### src/rtl/pmos_defs.vh
// register offsets, control fields and timing constants for the period meter / one-shot channel
`ifndef PMOS_DEFS_VH
`define PMOS_DEFS_VH
// printed offsets are not all multiples of four, so they are indices; byte address = 4 * index
`define PMOS_IDX_BOARD 4'h0
`define PMOS_IDX_IRQ 4'h2
`define PMOS_IDX_TRIG 4'h4
`define PMOS_IDX_CTRL 4'h8
`define PMOS_IDX_CONST_A 4'h9
`define PMOS_IDX_CONST_B 4'ha
`define PMOS_IDX_COUNT 4'hb
// control word fields
`define PMOS_F_MODE_HI 2
`define PMOS_F_MODE_LO 0
`define PMOS_F_OUT_POL 3
`define PMOS_F_IN_HI 5
`define PMOS_F_IN_LO 4
`define PMOS_F_CLK_HI 7
`define PMOS_F_CLK_LO 6
`define PMOS_F_TRG_HI 9
`define PMOS_F_TRG_LO 8
`define PMOS_F_SRC_HI 12
`define PMOS_F_SRC_LO 10
`define PMOS_F_DEBOUNCE 13
`define PMOS_F_UNUSED 14
`define PMOS_F_IRQ_EN 15
`define PMOS_MODE_PERIOD 3'h6
`define PMOS_MODE_ONESHOT 3'h7
`define PMOS_SRC_EXT 3'h5
`define PMOS_POL_LOW 2'h1
`define PMOS_POL_HIGH 2'h2
`define PMOS_CTRL_RESET 16'h0000
`define PMOS_CTRL_WMASK 16'hbfff
// timing: system clock 50 MHz
`define PMOS_CLK_MHZ 50
`define PMOS_DONE_PULSE_NS 1750
`define PMOS_DONE_PULSE_CYC ((`PMOS_DONE_PULSE_NS * `PMOS_CLK_MHZ) / 1000)
`define PMOS_DEBOUNCE_NS 2500
`define PMOS_DEBOUNCE_CYC ((`PMOS_DEBOUNCE_NS * `PMOS_CLK_MHZ + 999) / 1000)
`define PMOS_SLOW_TICK_MHZ 8
`define PMOS_FAST_TICK_MHZ 32
`endif

### src/rtl/pmos_channel.v
// period meter and one-shot counter channel with axi4-lite register slave
//
// Behaviour
// - mode 110 selects input period measurement
// - period mode measures only the first complete input cycle after trigger
// - bits 5:4 pick starting polarity: 01 low, 10 high, else input disabled
// - external clock counts only with bits 7:6 01/10 and source 101
// - source codes 000..100 pick internal tick, rate set by carrier speed
// - trigger from external input or soft trigger write; bits 9:8 set polarity
// - after trigger, timing begins at start of next active input portion
// - counter clears on trigger, counts selected ticks over measured cycle
// - completed measurement drives a 1.75 us output pulse
// - count saturates at ffff to flag overrange
// - interrupt enable raises interrupt when first full cycle ends, even count zero
// - pending interrupt held until write-one clear or enable bit cleared
// - bit 3 sets output active level; output idles high
// - bit 13 rejects input or trigger pulses of 2.5 us or less
// - control bit 14 reads back zero
// - mode 111 gives one output pulse per trigger, repeated on retrigger
// - constant a sets delay, constant b sets active pulse width
// - constants count down per tick; toggle on edge after zero, loading b only after a
// - enabled gate input runs or stops the one-shot counter by polarity
// - one-shot interrupt on both output transitions
//
// The AXI4-Lite slave port was chosen for this implementation.
`timescale 1ns/10ps
`include "pmos_defs.vh"
`default_nettype none
module pmos_channel #(
  parameter CW = 16
) (
  input wire clk,
  input wire rst_n,
  input wire measured_gate_input,
  input wire external_count_clock_input,
  input wire ext_trigger_input,
  output reg chan_out,
  output reg irq_out,
  input wire [5:0] s_axi_awaddr,
  input wire s_axi_awvalid,
  output reg s_axi_awready,
  input wire [31:0] s_axi_wdata,
  input wire [3:0] s_axi_wstrb,
  input wire s_axi_wvalid,
  output reg s_axi_wready,
  output reg [1:0] s_axi_bresp,
  output reg s_axi_bvalid,
  input wire s_axi_bready,
  input wire [5:0] s_axi_araddr,
  input wire s_axi_arvalid,
  output reg s_axi_arready,
  output reg [31:0] s_axi_rdata,
  output reg [1:0] s_axi_rresp,
  output reg s_axi_rvalid,
  input wire s_axi_rready
);
  localparam [CW-1:0] CNT_MAX = {CW{1'b1}};
  // counts are worked out as integers, then cut to the 8-bit counters on purpose
  localparam integer PULSE_CYC_I = `PMOS_DONE_PULSE_CYC;
  localparam integer DEB_CYC_I = `PMOS_DEBOUNCE_CYC;
  localparam [7:0] PULSE_CYC = PULSE_CYC_I[7:0];
  localparam [7:0] DEB_CYC = DEB_CYC_I[7:0];
  localparam [2:0] ST_IDLE = 3'h0;
  localparam [2:0] ST_WAIT = 3'h1;
  localparam [2:0] ST_HALF1 = 3'h2;
  localparam [2:0] ST_HALF2 = 3'h3;
  localparam [2:0] ST_DELAY = 3'h4;
  localparam [2:0] ST_PULSE = 3'h5;
  localparam [2:0] ST_ARM = 3'h6;

  // reset release through two flops
  reg rst_s1_reg, rst_s2_reg;
  always @(posedge clk or negedge rst_n) begin
    if (!rst_n) begin
      rst_s1_reg <= 1'b0;
      rst_s2_reg <= 1'b0;
    end else begin
      rst_s1_reg <= 1'b1;
      rst_s2_reg <= rst_s1_reg;
    end
  end
  wire rst_ok_n = rst_s2_reg;

  // field pins synchronised; first stage read only by second
  reg [2:0] pin_s1_reg, pin_s2_reg;
  always @(posedge clk or negedge rst_ok_n) begin
    if (!rst_ok_n) begin
      pin_s1_reg <= 3'h0;
      pin_s2_reg <= 3'h0;
    end else begin
      pin_s1_reg <= {ext_trigger_input, external_count_clock_input, measured_gate_input};
      pin_s2_reg <= pin_s1_reg;
    end
  end

  // registers
  reg [15:0] ctrl_reg;
  reg board_fast_reg;
  reg [CW-1:0] const_a_reg, const_b_reg, count_reg;
  reg irq_pend_reg;
  wire [2:0] mode = ctrl_reg[`PMOS_F_MODE_HI:`PMOS_F_MODE_LO];
  wire [1:0] in_pol = ctrl_reg[`PMOS_F_IN_HI:`PMOS_F_IN_LO];
  wire [1:0] clk_pol = ctrl_reg[`PMOS_F_CLK_HI:`PMOS_F_CLK_LO];
  wire [1:0] trg_pol = ctrl_reg[`PMOS_F_TRG_HI:`PMOS_F_TRG_LO];
  wire [2:0] src = ctrl_reg[`PMOS_F_SRC_HI:`PMOS_F_SRC_LO];
  wire deb_en = ctrl_reg[`PMOS_F_DEBOUNCE];
  wire irq_en = ctrl_reg[`PMOS_F_IRQ_EN];

  // debounce filter: a level must hold past 2.5 us before it is accepted
  reg [1:0] filt_reg;
  reg [7:0] deb_a_reg, deb_t_reg;
  always @(posedge clk or negedge rst_ok_n) begin
    if (!rst_ok_n) begin
      filt_reg <= 2'h0;
      deb_a_reg <= 8'h00;
      deb_t_reg <= 8'h00;
    end else begin
      if (!deb_en || pin_s2_reg[0] == filt_reg[0]) begin
        deb_a_reg <= 8'h00;
        if (!deb_en)
          filt_reg[0] <= pin_s2_reg[0];
      end else if (deb_a_reg >= DEB_CYC) begin
        filt_reg[0] <= pin_s2_reg[0];
        deb_a_reg <= 8'h00;
      end else begin
        deb_a_reg <= deb_a_reg + 8'h01;
      end
      if (!deb_en || pin_s2_reg[2] == filt_reg[1]) begin
        deb_t_reg <= 8'h00;
        if (!deb_en)
          filt_reg[1] <= pin_s2_reg[2];
      end else if (deb_t_reg >= DEB_CYC) begin
        filt_reg[1] <= pin_s2_reg[2];
        deb_t_reg <= 8'h00;
      end else begin
        deb_t_reg <= deb_t_reg + 8'h01;
      end
    end
  end

  // input active level per polarity field; 00 and 11 disable
  wire in_enabled = (in_pol == `PMOS_POL_LOW) || (in_pol == `PMOS_POL_HIGH);
  wire in_active = in_enabled && (filt_reg[0] == (in_pol == `PMOS_POL_HIGH));

  // trigger edge detect on filtered level
  reg trg_act_d_reg;
  wire trg_act = (trg_pol == `PMOS_POL_LOW) ? !filt_reg[1] :
                 (trg_pol == `PMOS_POL_HIGH) ? filt_reg[1] : 1'b0;
  reg soft_trig_reg;

  // tick generator: internal divider or external clock rising edge
  reg [6:0] div_reg;
  reg ext_d_reg;
  reg [6:0] div_top;
  always @* begin
    div_top = 7'd0;
    case (src)
      3'h0: div_top = board_fast_reg ? 7'd24 : 7'd99;
      3'h1: div_top = board_fast_reg ? 7'd11 : 7'd49;
      3'h2: div_top = board_fast_reg ? 7'd5 : 7'd24;
      3'h3: div_top = board_fast_reg ? 7'd2 : 7'd11;
      3'h4: div_top = board_fast_reg ? 7'd1 : 7'd5;
      default: div_top = 7'd0;
    endcase
  end
  wire ext_ok = (src == `PMOS_SRC_EXT) && (clk_pol == `PMOS_POL_LOW || clk_pol == `PMOS_POL_HIGH);
  wire int_tick = (src < `PMOS_SRC_EXT) && (div_reg >= div_top);
  wire tick = int_tick || (ext_ok && pin_s2_reg[1] && !ext_d_reg);

  // main sequencer state
  reg [2:0] state_reg;
  reg [7:0] pulse_cnt_reg;
  reg out_act_reg;
  reg zero_seen_reg;
  wire trig = soft_trig_reg || (trg_act && !trg_act_d_reg);
  wire [CW-1:0] count_dec = count_reg - {{(CW-1){1'b0}}, 1'b1};
  wire [CW-1:0] count_inc = (count_reg == CNT_MAX) ? CNT_MAX : count_reg + {{(CW-1){1'b0}}, 1'b1};
  reg irq_event;
  reg done_event;

  // axi write path
  reg aw_hold_reg, w_hold_reg;
  reg [3:0] aw_idx_reg;
  reg [31:0] wd_reg;
  wire do_write = aw_hold_reg && w_hold_reg && !s_axi_bvalid;
  wire wr_ctrl = do_write && aw_idx_reg == `PMOS_IDX_CTRL;
  wire wr_a = do_write && aw_idx_reg == `PMOS_IDX_CONST_A;
  wire wr_irq_clr = do_write && aw_idx_reg == `PMOS_IDX_IRQ && wd_reg[0];

  always @(posedge clk or negedge rst_ok_n) begin
    if (!rst_ok_n) begin
      s_axi_awready <= 1'b0;
      s_axi_wready <= 1'b0;
      s_axi_bvalid <= 1'b0;
      s_axi_bresp <= 2'h0;
      aw_hold_reg <= 1'b0;
      w_hold_reg <= 1'b0;
      aw_idx_reg <= 4'h0;
      wd_reg <= 32'h0;
      ctrl_reg <= `PMOS_CTRL_RESET;
      board_fast_reg <= 1'b0;
      const_a_reg <= {CW{1'b0}};
      const_b_reg <= {CW{1'b0}};
      soft_trig_reg <= 1'b0;
    end else begin
      s_axi_awready <= !aw_hold_reg && !s_axi_awready && s_axi_awvalid;
      s_axi_wready <= !w_hold_reg && !s_axi_wready && s_axi_wvalid;
      if (s_axi_awvalid && s_axi_awready) begin
        aw_hold_reg <= 1'b1;
        aw_idx_reg <= s_axi_awaddr[5:2];
      end
      if (s_axi_wvalid && s_axi_wready) begin
        w_hold_reg <= 1'b1;
        wd_reg <= s_axi_wdata;
      end
      soft_trig_reg <= 1'b0;
      if (do_write) begin
        aw_hold_reg <= 1'b0;
        w_hold_reg <= 1'b0;
        s_axi_bvalid <= 1'b1;
        s_axi_bresp <= 2'h0;
        // write strobes ignored on all lanes; registers are 16 bits wide
        if (aw_idx_reg == `PMOS_IDX_BOARD)
          board_fast_reg <= wd_reg[0];
        else if (aw_idx_reg == `PMOS_IDX_IRQ)
          ; // clear handled in irq logic
        else if (aw_idx_reg == `PMOS_IDX_TRIG)
          soft_trig_reg <= 1'b1;
        else if (aw_idx_reg == `PMOS_IDX_CTRL)
          ctrl_reg <= wd_reg[15:0] & `PMOS_CTRL_WMASK;
        else if (aw_idx_reg == `PMOS_IDX_CONST_A)
          const_a_reg <= wd_reg[CW-1:0];
        else if (aw_idx_reg == `PMOS_IDX_CONST_B)
          const_b_reg <= wd_reg[CW-1:0];
        else
          s_axi_bresp <= 2'h2;
      end else if (s_axi_bvalid && s_axi_bready) begin
        s_axi_bvalid <= 1'b0;
      end
    end
  end

  // axi read path; write-only trigger reads zero
  always @(posedge clk or negedge rst_ok_n) begin
    if (!rst_ok_n) begin
      s_axi_arready <= 1'b0;
      s_axi_rvalid <= 1'b0;
      s_axi_rdata <= 32'h0;
      s_axi_rresp <= 2'h0;
    end else begin
      s_axi_arready <= !s_axi_arready && !s_axi_rvalid && s_axi_arvalid;
      if (s_axi_arvalid && s_axi_arready) begin
        s_axi_rvalid <= 1'b1;
        s_axi_rresp <= 2'h0;
        s_axi_rdata <= 32'h0;
        if (s_axi_araddr[5:2] == `PMOS_IDX_BOARD)
          s_axi_rdata <= {31'h0, board_fast_reg};
        else if (s_axi_araddr[5:2] == `PMOS_IDX_IRQ)
          s_axi_rdata <= {31'h0, irq_pend_reg};
        else if (s_axi_araddr[5:2] == `PMOS_IDX_TRIG)
          s_axi_rdata <= 32'h0;
        else if (s_axi_araddr[5:2] == `PMOS_IDX_CTRL)
          s_axi_rdata <= {16'h0, ctrl_reg};
        else if (s_axi_araddr[5:2] == `PMOS_IDX_CONST_A)
          s_axi_rdata <= {{(32-CW){1'b0}}, const_a_reg};
        else if (s_axi_araddr[5:2] == `PMOS_IDX_CONST_B)
          s_axi_rdata <= {{(32-CW){1'b0}}, const_b_reg};
        else if (s_axi_araddr[5:2] == `PMOS_IDX_COUNT)
          s_axi_rdata <= {{(32-CW){1'b0}}, count_reg};
        else
          s_axi_rresp <= 2'h2;
      end else if (s_axi_rvalid && s_axi_rready) begin
        s_axi_rvalid <= 1'b0;
      end
    end
  end

  // sequencer: period measurement and one-shot generation
  always @(posedge clk or negedge rst_ok_n) begin
    if (!rst_ok_n) begin
      state_reg <= ST_IDLE;
      count_reg <= {CW{1'b0}};
      div_reg <= 7'd0;
      ext_d_reg <= 1'b0;
      trg_act_d_reg <= 1'b0;
      pulse_cnt_reg <= 8'h00;
      out_act_reg <= 1'b0;
      zero_seen_reg <= 1'b0;
      irq_event <= 1'b0;
      done_event <= 1'b0;
    end else begin
      irq_event <= 1'b0;
      done_event <= 1'b0;
      ext_d_reg <= pin_s2_reg[1];
      trg_act_d_reg <= trg_act;
      div_reg <= int_tick ? 7'd0 : div_reg + 7'd1;
      if (pulse_cnt_reg != 8'h00)
        pulse_cnt_reg <= pulse_cnt_reg - 8'h01;
      if (wr_a && mode == `PMOS_MODE_ONESHOT)
        count_reg <= wd_reg[CW-1:0];
      if (wr_ctrl) begin
        state_reg <= ST_IDLE;
        out_act_reg <= 1'b0;
      end else if (mode == `PMOS_MODE_PERIOD) begin
        case (state_reg)
          ST_IDLE, ST_DELAY, ST_PULSE: begin
            if (trig) begin
              count_reg <= {CW{1'b0}};
              state_reg <= ST_WAIT;
            end
          end
          ST_WAIT: begin
            // an active portion already under way is skipped; timing starts at its next start
            if (!in_active)
              state_reg <= ST_ARM;
          end
          default: begin
            // armed, waiting for the active level to begin
            if (state_reg == ST_ARM) begin
              if (in_active)
                state_reg <= ST_HALF1;
            end else if (state_reg == ST_HALF1) begin
              if (tick)
                count_reg <= count_inc;
              if (!in_active)
                state_reg <= ST_HALF2;
            end else begin
              if (tick)
                count_reg <= count_inc;
              if (in_active || !in_enabled) begin
                state_reg <= ST_IDLE;
                pulse_cnt_reg <= PULSE_CYC;
                done_event <= 1'b1;
                irq_event <= 1'b1;
              end
            end
          end
        endcase
      end else if (mode == `PMOS_MODE_ONESHOT) begin
        if (trig) begin
          count_reg <= const_a_reg;
          zero_seen_reg <= 1'b0;
          out_act_reg <= 1'b0;
          state_reg <= ST_DELAY;
        end else if ((state_reg == ST_DELAY || state_reg == ST_PULSE) && (!in_enabled || in_active)) begin
          if (zero_seen_reg) begin
            // edge after zero detection: toggle output; from delay also load constant b
            zero_seen_reg <= 1'b0;
            irq_event <= 1'b1;
            if (state_reg == ST_DELAY) begin
              out_act_reg <= 1'b1;
              count_reg <= const_b_reg;
              state_reg <= ST_PULSE;
            end else begin
              out_act_reg <= 1'b0;
              state_reg <= ST_IDLE;
            end
          end else if (tick) begin
            if (count_reg == {CW{1'b0}})
              zero_seen_reg <= 1'b1;
            else
              count_reg <= count_dec;
          end
        end
      end else begin
        state_reg <= ST_IDLE;
        out_act_reg <= 1'b0;
      end
    end
  end

  // interrupt pending: set beats a simultaneous clear
  always @(posedge clk or negedge rst_ok_n) begin
    if (!rst_ok_n)
      irq_pend_reg <= 1'b0;
    else if (irq_event && irq_en)
      irq_pend_reg <= 1'b1;
    else if (wr_irq_clr || !irq_en)
      irq_pend_reg <= 1'b0;
  end

  // output pin: idles high, driven to chosen level while active
  always @(posedge clk or negedge rst_ok_n) begin
    if (!rst_ok_n) begin
      chan_out <= 1'b1;
      irq_out <= 1'b0;
    end else begin
      irq_out <= irq_pend_reg;
      if (out_act_reg || pulse_cnt_reg != 8'h00 || done_event)
        chan_out <= ctrl_reg[`PMOS_F_OUT_POL];
      else
        chan_out <= 1'b1;
    end
  end
endmodule
`default_nettype wire

### config.mk
export PLATFORM = sky130hd
export DESIGN_NAME = pmos_channel
export DESIGN_NICKNAME = d
export VERILOG_FILES = /design/src/rtl/pmos_channel.v
export VERILOG_INCLUDE_DIRS = /design/src /design/src/rtl
export SDC_FILE = /design/constraint.sdc
export NUM_CORES = 1
export LEC_CHECK = 0
export ABC_AREA = 0
export BUFFER_PORTS_ARGS = -buffer_cell sky130_fd_sc_hd__buf_2
export CORE_ASPECT_RATIO = 1.25
export CORE_UTILIZATION = 40
export DETAILED_ROUTE_END_ITERATION = 7
export MAX_ROUTING_LAYER = met4
export PLACE_DENSITY = 0.66
export RECOVER_POWER = 50
export SYNTH_ARGS = -nofsm -noshare
export SYNTH_HDL_FRONTEND = slang
export SYNTH_SLANG_ARGS = --single-unit
### constraint.sdc
create_clock -name clk -period 5.03 [get_ports clk]
set_input_delay 0.2515 -clock clk [delete_from_list [all_inputs] [get_ports clk]]
set_output_delay 0.2515 -clock clk [all_outputs]
set_load 0.03 [all_outputs]
After elaboration in Yosys (flattened, before gate mapping)
Cells that the tools add are included.
- register bits: 181
- bits of input ports: 58
- word-level logic and storage cells: 290
- $add $sub $neg: 6
- magnitude comparators: 4
- eq/ne operators: 45
- muxes and demuxes: 115
- bitwise gates (word level): 7
- reduce and logical (&&, ||, !) cells: 75
- operators by type and width (cell ; number):
    $mux W16 ; 21
    $mux W8 ; 11
    $mux W1 ; 47
    $mux W3 ; 15
    $pmux W7 S5 ; 1
    $pmux W16 S2 ; 1
    $eq A4 B4 Y1 const B ; 7
    $logic_and A1 B1 Y1 ; 26
    $mux W2 ; 13
    $eq A3 B3 Y1 const B ; 7
    $add A16 B1 Y16 const B ; 1
    $add A8 B1 Y8 const B ; 2
    $eq A16 B16 Y1 const B ; 1
    $ge A8 B7 Y1 const B ; 2
    $logic_not A16 Y1 ; 1
    $reduce_bool A2 Y1 ; 8
    $sub A16 B1 Y16 const B ; 1
    $mux W7 ; 2
    $reduce_and A7 Y1 ; 2
    $logic_not A1 Y1 ; 13
    $ne A4 B4 Y1 const B ; 3
    $logic_or A1 B1 Y1 ; 11
    $eq A3 B2 Y1 const B ; 3
    $eq A4 B2 Y1 const B ; 2
    31 further kinds ; 51

Longest topological paths before layout
- word-level depth: 13
- depth in mapped cells: 14
- gate-level depth less buffers: 12

Worst setup path after synthesis
No wires, ideal clock.
- kind: register to register
- start point: reg ctrl_reg[11]
- end point: reg count_reg[10]
- library setup time: 0.134 ns
- arrival time: 2.891 ns
- data required time: 4.896 ns
- slack: 2.005 ns
- cell stages (with the launch flop): 12
- path buffers: 2
- clock period less this slack: 3.025 ns
- path through: dfrtp_1 -> clkbuf_1 -> or3_1 -> or2_2 -> ha_1 -> nand4b_1 -> o32ai_2 -> o21a_1 -> clkbuf_1 -> nand2_1 -> o221ai_1 -> o211ai_1
- longest elaborated chain between the ends: 12
- ends and longest elaborated chain (element ; RTL line ; text):
    start: declaration ; pmos_channel.v:97 ; reg [15:0] ctrl_reg;
    start signal: assignment ; pmos_channel.v:200 ; ctrl_reg <= `PMOS_CTRL_RESET;
    start signal: assignment ; pmos_channel.v:230 ; ctrl_reg <= wd_reg[15:0] & `PMOS_CTRL_WMASK;
    $eq A3 B3 Y1, or another cell as far along ; pmos_channel.v:157 ; case (src)
    $pmux W7 S5 or $logic_and A1 B1 Y1 (tied branches) ; pmos_channel.v:157, pmos_channel.v:166 ;
    $ge A7 B7 Y1 or $logic_and A1 B1 Y1 (tied branches) ; pmos_channel.v:167, pmos_channel.v:168 ;
    $logic_and A1 B1 Y1, on equally long branches ; pmos_channel.v:167, pmos_channel.v:168 ;
    $logic_or A1 B1 Y1 (*) ; pmos_channel.v:168 ; wire tick = int_tick || (ext_ok && pin_s2_reg[1] && !ext_d_reg);
    $mux W16 ; pmos_channel.v:358 ; end else if (tick) begin
    $mux W16 ; pmos_channel.v:346 ; if (zero_seen_reg) begin
    $mux W16 ; pmos_channel.v:345 ; end else if ((state_reg == ST_DELAY || state_reg == ST_PULSE) && (!in_enabled || in_active)) begin
    $mux W16 ; pmos_channel.v:340 ; if (trig) begin
    $mux W16 ; pmos_channel.v:339 ; end else if (mode == `PMOS_MODE_ONESHOT) begin
    $mux W16 (*) ; pmos_channel.v:304 ; end else if (mode == `PMOS_MODE_PERIOD) begin
    $mux W16 (*) ; pmos_channel.v:301 ; if (wr_ctrl) begin
    end signal: assignment ; pmos_channel.v:300 ; count_reg <= wd_reg[CW-1:0];
    end signal: assignment ; pmos_channel.v:308 ; count_reg <= {CW{1'b0}};
    end signal: assignment ; pmos_channel.v:341 ; count_reg <= const_a_reg;
    end: declaration ; pmos_channel.v:99 ; reg [CW-1:0] const_a_reg, const_b_reg, count_reg;
Every way passes the cells marked *; elsewhere a longest branch is shown, timed or not.
A chain may end at the register's enable or synchronous reset.

Worst setup path after layout
- start point: reg board_fast_reg
- end point: reg count_reg[6]
- longest elaborated chain between the ends: 12
- ends and longest elaborated chain (element ; RTL line ; text):
    start: declaration ; pmos_channel.v:98 ; reg board_fast_reg;
    start signal: assignment ; pmos_channel.v:224 ; board_fast_reg <= wd_reg[0];
    $mux W4, or another cell as far along ; pmos_channel.v:161 ; 3'h3: div_top = board_fast_reg ? 7'd2 : 7'd11;
    $pmux W7 S5 (*) ; pmos_channel.v:157 ;
    $ge A7 B7 Y1 (*) ; pmos_channel.v:167 ; wire int_tick = (src < `PMOS_SRC_EXT) && (div_reg >= div_top);
    $logic_and A1 B1 Y1 (*) ; pmos_channel.v:167 ;
    $logic_or A1 B1 Y1 (*) ; pmos_channel.v:168 ;
    $mux W16 ; pmos_channel.v:358 ;
    $mux W16 ; pmos_channel.v:346 ;
    $mux W16 ; pmos_channel.v:345 ;
    $mux W16 ; pmos_channel.v:340 ;
    $mux W16 ; pmos_channel.v:339 ;
    $mux W16 (*) ; pmos_channel.v:304 ;
    $mux W16 (*) ; pmos_channel.v:301 ;
Marked as above.

==> flow_metrics.tcl <==
set metrics [dict create \
    outcome "finished clean" \
    hold_ws_ns 0.0222 \
    power_density_nw_per_um2 480 \
    pre_cts_ws_ns 1.34 \
    synth_top_family_by_area "simple AND/OR/NAND/NOR gates" \
    rr_startpoint "board_fast_reg$_DFFE_PN0P_" \
    postCtsSetupBuffers 0 \
    multi_input_area_um2 4960 \
    grt-ovfl-total 0 \
    portBuffers 58 \
    ctsResizeCount 0 \
    synthFlopType "dfrtp_1" \
    avgSynthCellArea_um2 9.74 \
    fillers 2202 \
    drv_slew 0 \
    dp_hpwl_um 16600 \
    period_minus_slack_ns 3.73 \
    crit_start "board_fast_reg$_DFFE_PN0P_" \
    fmax_mhz 268 \
    track_usage_pct 21.6 \
    via_per_inst 5.75 \
    worst-endpoint-arrival_ns 4.05 \
    comb_power_share_pct 34.9 \
    synth.area.mux_share_pct 11.4 \
    synth.cell_area_um2 9430 \
    syn_to_final_growth_pct 10.7 \
    switching_power_mw 1.95 \
    required_ns 5.35 \
    cts-root-buf "clkbuf_16" \
    antenna_found_initial 0 \
    rrSetupSlack_ns 1.30 \
    critPathMaxFanout 10 \
    io-pin-count 101 \
    die_w_um 139 \
    synth_seq_cells 163 \
    syn_inst 968 \
    ff2ff_path_depth 9 \
    start_util_pct 40.9 \
    rsz0062_at_grt "no" \
    async_reset_ff_share_pct 100 \
    p_clk_share_pct 24.1 \
    placementRows 62 \
    nets 1084 \
    via_count 7513 \
    synthXorXnorAreaFrac_pct 5.11 \
    layout_commonest_cell "dfrtp_1" \
    n_antenna_cell 0 \
    synth_seq_area_share_pct 43.3 \
    irDropWorstVdd_mv 0.307 \
    clk_path_buf_depth 2 \
    place.gp.congestion 0.938 \
    wl_per_cell_um 18.6 \
    die_y_um 174 \
    first_global_vias 7243 \
    finalWorstSetupSlack_ns 1.30 \
    whs_path_depth 2 \
    clock_latency_ns 0.44 \
    max_cap_viol_count 0 \
    clock_skew_ns 0.00908 \
    grt_max_degree 162 \
    synth-compound-area-share_pct 15.7 \
    h-tree-depth 4 \
    cts_made_buffers 17 \
    synth-simple-area-share_pct 16.7 \
    setup_viol 0 \
    synth_edf_count 0 \
    hold_path.startpoint "s_axi_rready" \
    layout_common_cells "dfrtp_1 (161), nand2_1 (121), nor2_1 (89)" \
    grt_pass1_wl_um 39200 \
    final_hold_viol_count 0 \
    max-slew-margin-rel_pct 24.0 \
    seq_area_um2 4080 \
    core_um2 23000 \
    drt_wl_total_um 24300 \
    reg2reg_to "count_reg[6]$_DFF_PN0_" \
    drtIter0Drc 513 \
    cts_tree "done" \
    sw_frac_of_total_pct 38.9 \
    startpoint_type "flop" \
    firstDrtPassIters 6 \
    yosys_warnings 0 \
    antenna_left 0 \
    die-area_um2 24200 \
    critPathKind "flop to flop" \
    drive_above_1_share_pct 17.7 \
    period_share_pct 74.2 \
    hold_buffers 5 \
    pwr-share-seq_pct 41.0 \
    clkSinkCount 163 \
    clk_pin_slew_ns 0.06 \
    intPower_mw 3.06 \
    tightestPinTransition_ns 1.14 \
    leakagePower_nw 4.60 \
    whs_endpoint "s_axi_rvalid$_DFFE_PN0P_" \
    min_path_type "input pin to flop" \
    drc 0 \
    netlist-cell-type-count 80 \
    endpoint_kind "flop" \
    tns_ns 0 \
    synth_fa_ha_area_share_pct 2.65 \
]
-- cell type report --
cell class	count	share of cell area, %
inverters	25	0.899
repair buffers	75	3.91
well taps	288	3.45
clock buffers	20	4.28
clock inverters	11	0.827
flip-flops and latches	163	39.1
multi-input cells	724	47.5
-- critical path: stages, from the launching register on --
cell      delay (ns)
dfrtp_1         0.54
or3_1           0.40
or2_2           0.29
ha_1            0.30
nand4b_1        0.13
o32ai_2         0.66
o21ai_2         0.26
a21oi_1         0.57
a221oi_1        0.17
a211o_1         0.30
-- how the worst max path moves through the flow --
stage,endpoint,cells past startpoint
after floorplan,aw_hold_reg$_DFFE_PN0P_,0
after global placement,count_reg[6]$_DFF_PN0_,9
after CTS,count_reg[6]$_DFF_PN0_,9
after detailed placement,count_reg[6]$_DFF_PN0_,9
final,count_reg[6]$_DFF_PN0_,9
after global routing,count_reg[8]$_DFF_PN0_,9
-- cells by family (layout without fill, tap and decap cells) --
group / count (synthesis) / after routing
xor+xnor: 55 / 55
flops: 163 / 163
other cells: 2 / 19
mux: 96 / 96
compound gates: 207 / 207
buf+inv: 98 / 131
fa+ha+maj: 20 / 20
simple gates: 327 / 327
-- synthesized netlist by cell type, drive strengths merged (3+ instances only) --
cell type | n | area, um2
a211o | 5 | 43.8
a211oi | 7 | 52.6
a21o | 9 | 67.6
a21oi | 32 | 160
a221o | 3 | 30.0
a22o | 18 | 158
a22oi | 14 | 105
and3 | 10 | 62.6
buf | 33 | 220
clkbuf | 40 | 155
dfrtp | 162 | 4050
ha | 20 | 250
inv | 24 | 90.1
mux2 | 83 | 935
mux2i | 12 | 120
nand2 | 121 | 454
nand2b | 6 | 37.5
nand3 | 21 | 110
nand3b | 4 | 30.0
nand4 | 5 | 46.3
nand4b | 3 | 26.3
nor2 | 89 | 334
nor2b | 5 | 31.3
nor3 | 22 | 115
nor3b | 9 | 67.6
nor4 | 8 | 80.1
o211ai | 16 | 120
o21a | 6 | 52.6
o21ai | 50 | 258
o221a | 4 | 45.0
o221ai | 14 | 123
o311a | 6 | 60.1
or3 | 12 | 75.1
xnor2 | 30 | 263
xor2 | 25 | 219
-- power groups by stage --
stage               registers [mW]  clock network, mW  logic [mW]
finish                        2.05               1.21        1.75
global route                  2.11               1.29        1.93
CTS                           2.05               1.23        1.76
detailed placement            2.07                  0        1.75
global placement              2.06                  0        1.72
floorplan                     1.99                  0        1.33
-- through the flow --
stage | instances | instance area (um2) | utilization [%] | power (mW)
after floorplan | 985 | 9490 | - | 3.32
after global placement | 1270 | 9890 | 42.9 | 3.78
after detailed placement | 1270 | 9890 | 42.9 | 3.82
after CTS | 1306 | 10500 | 45.4 | 5.05
after global routing | 1306 | 10400 | 45.3 | 5.33
final | 1306 | 10400 | 45.3 | 5.01
-- routing by layer --
metal | track usage, % | share of wire, %
met5 | - | 0
met2 | 34.8 | 49
met1 | 26.2 | 43
met3 | 3.40 | 4.5
met4 | 10.9 | 3.8
(Power assumes the default switching activity.)
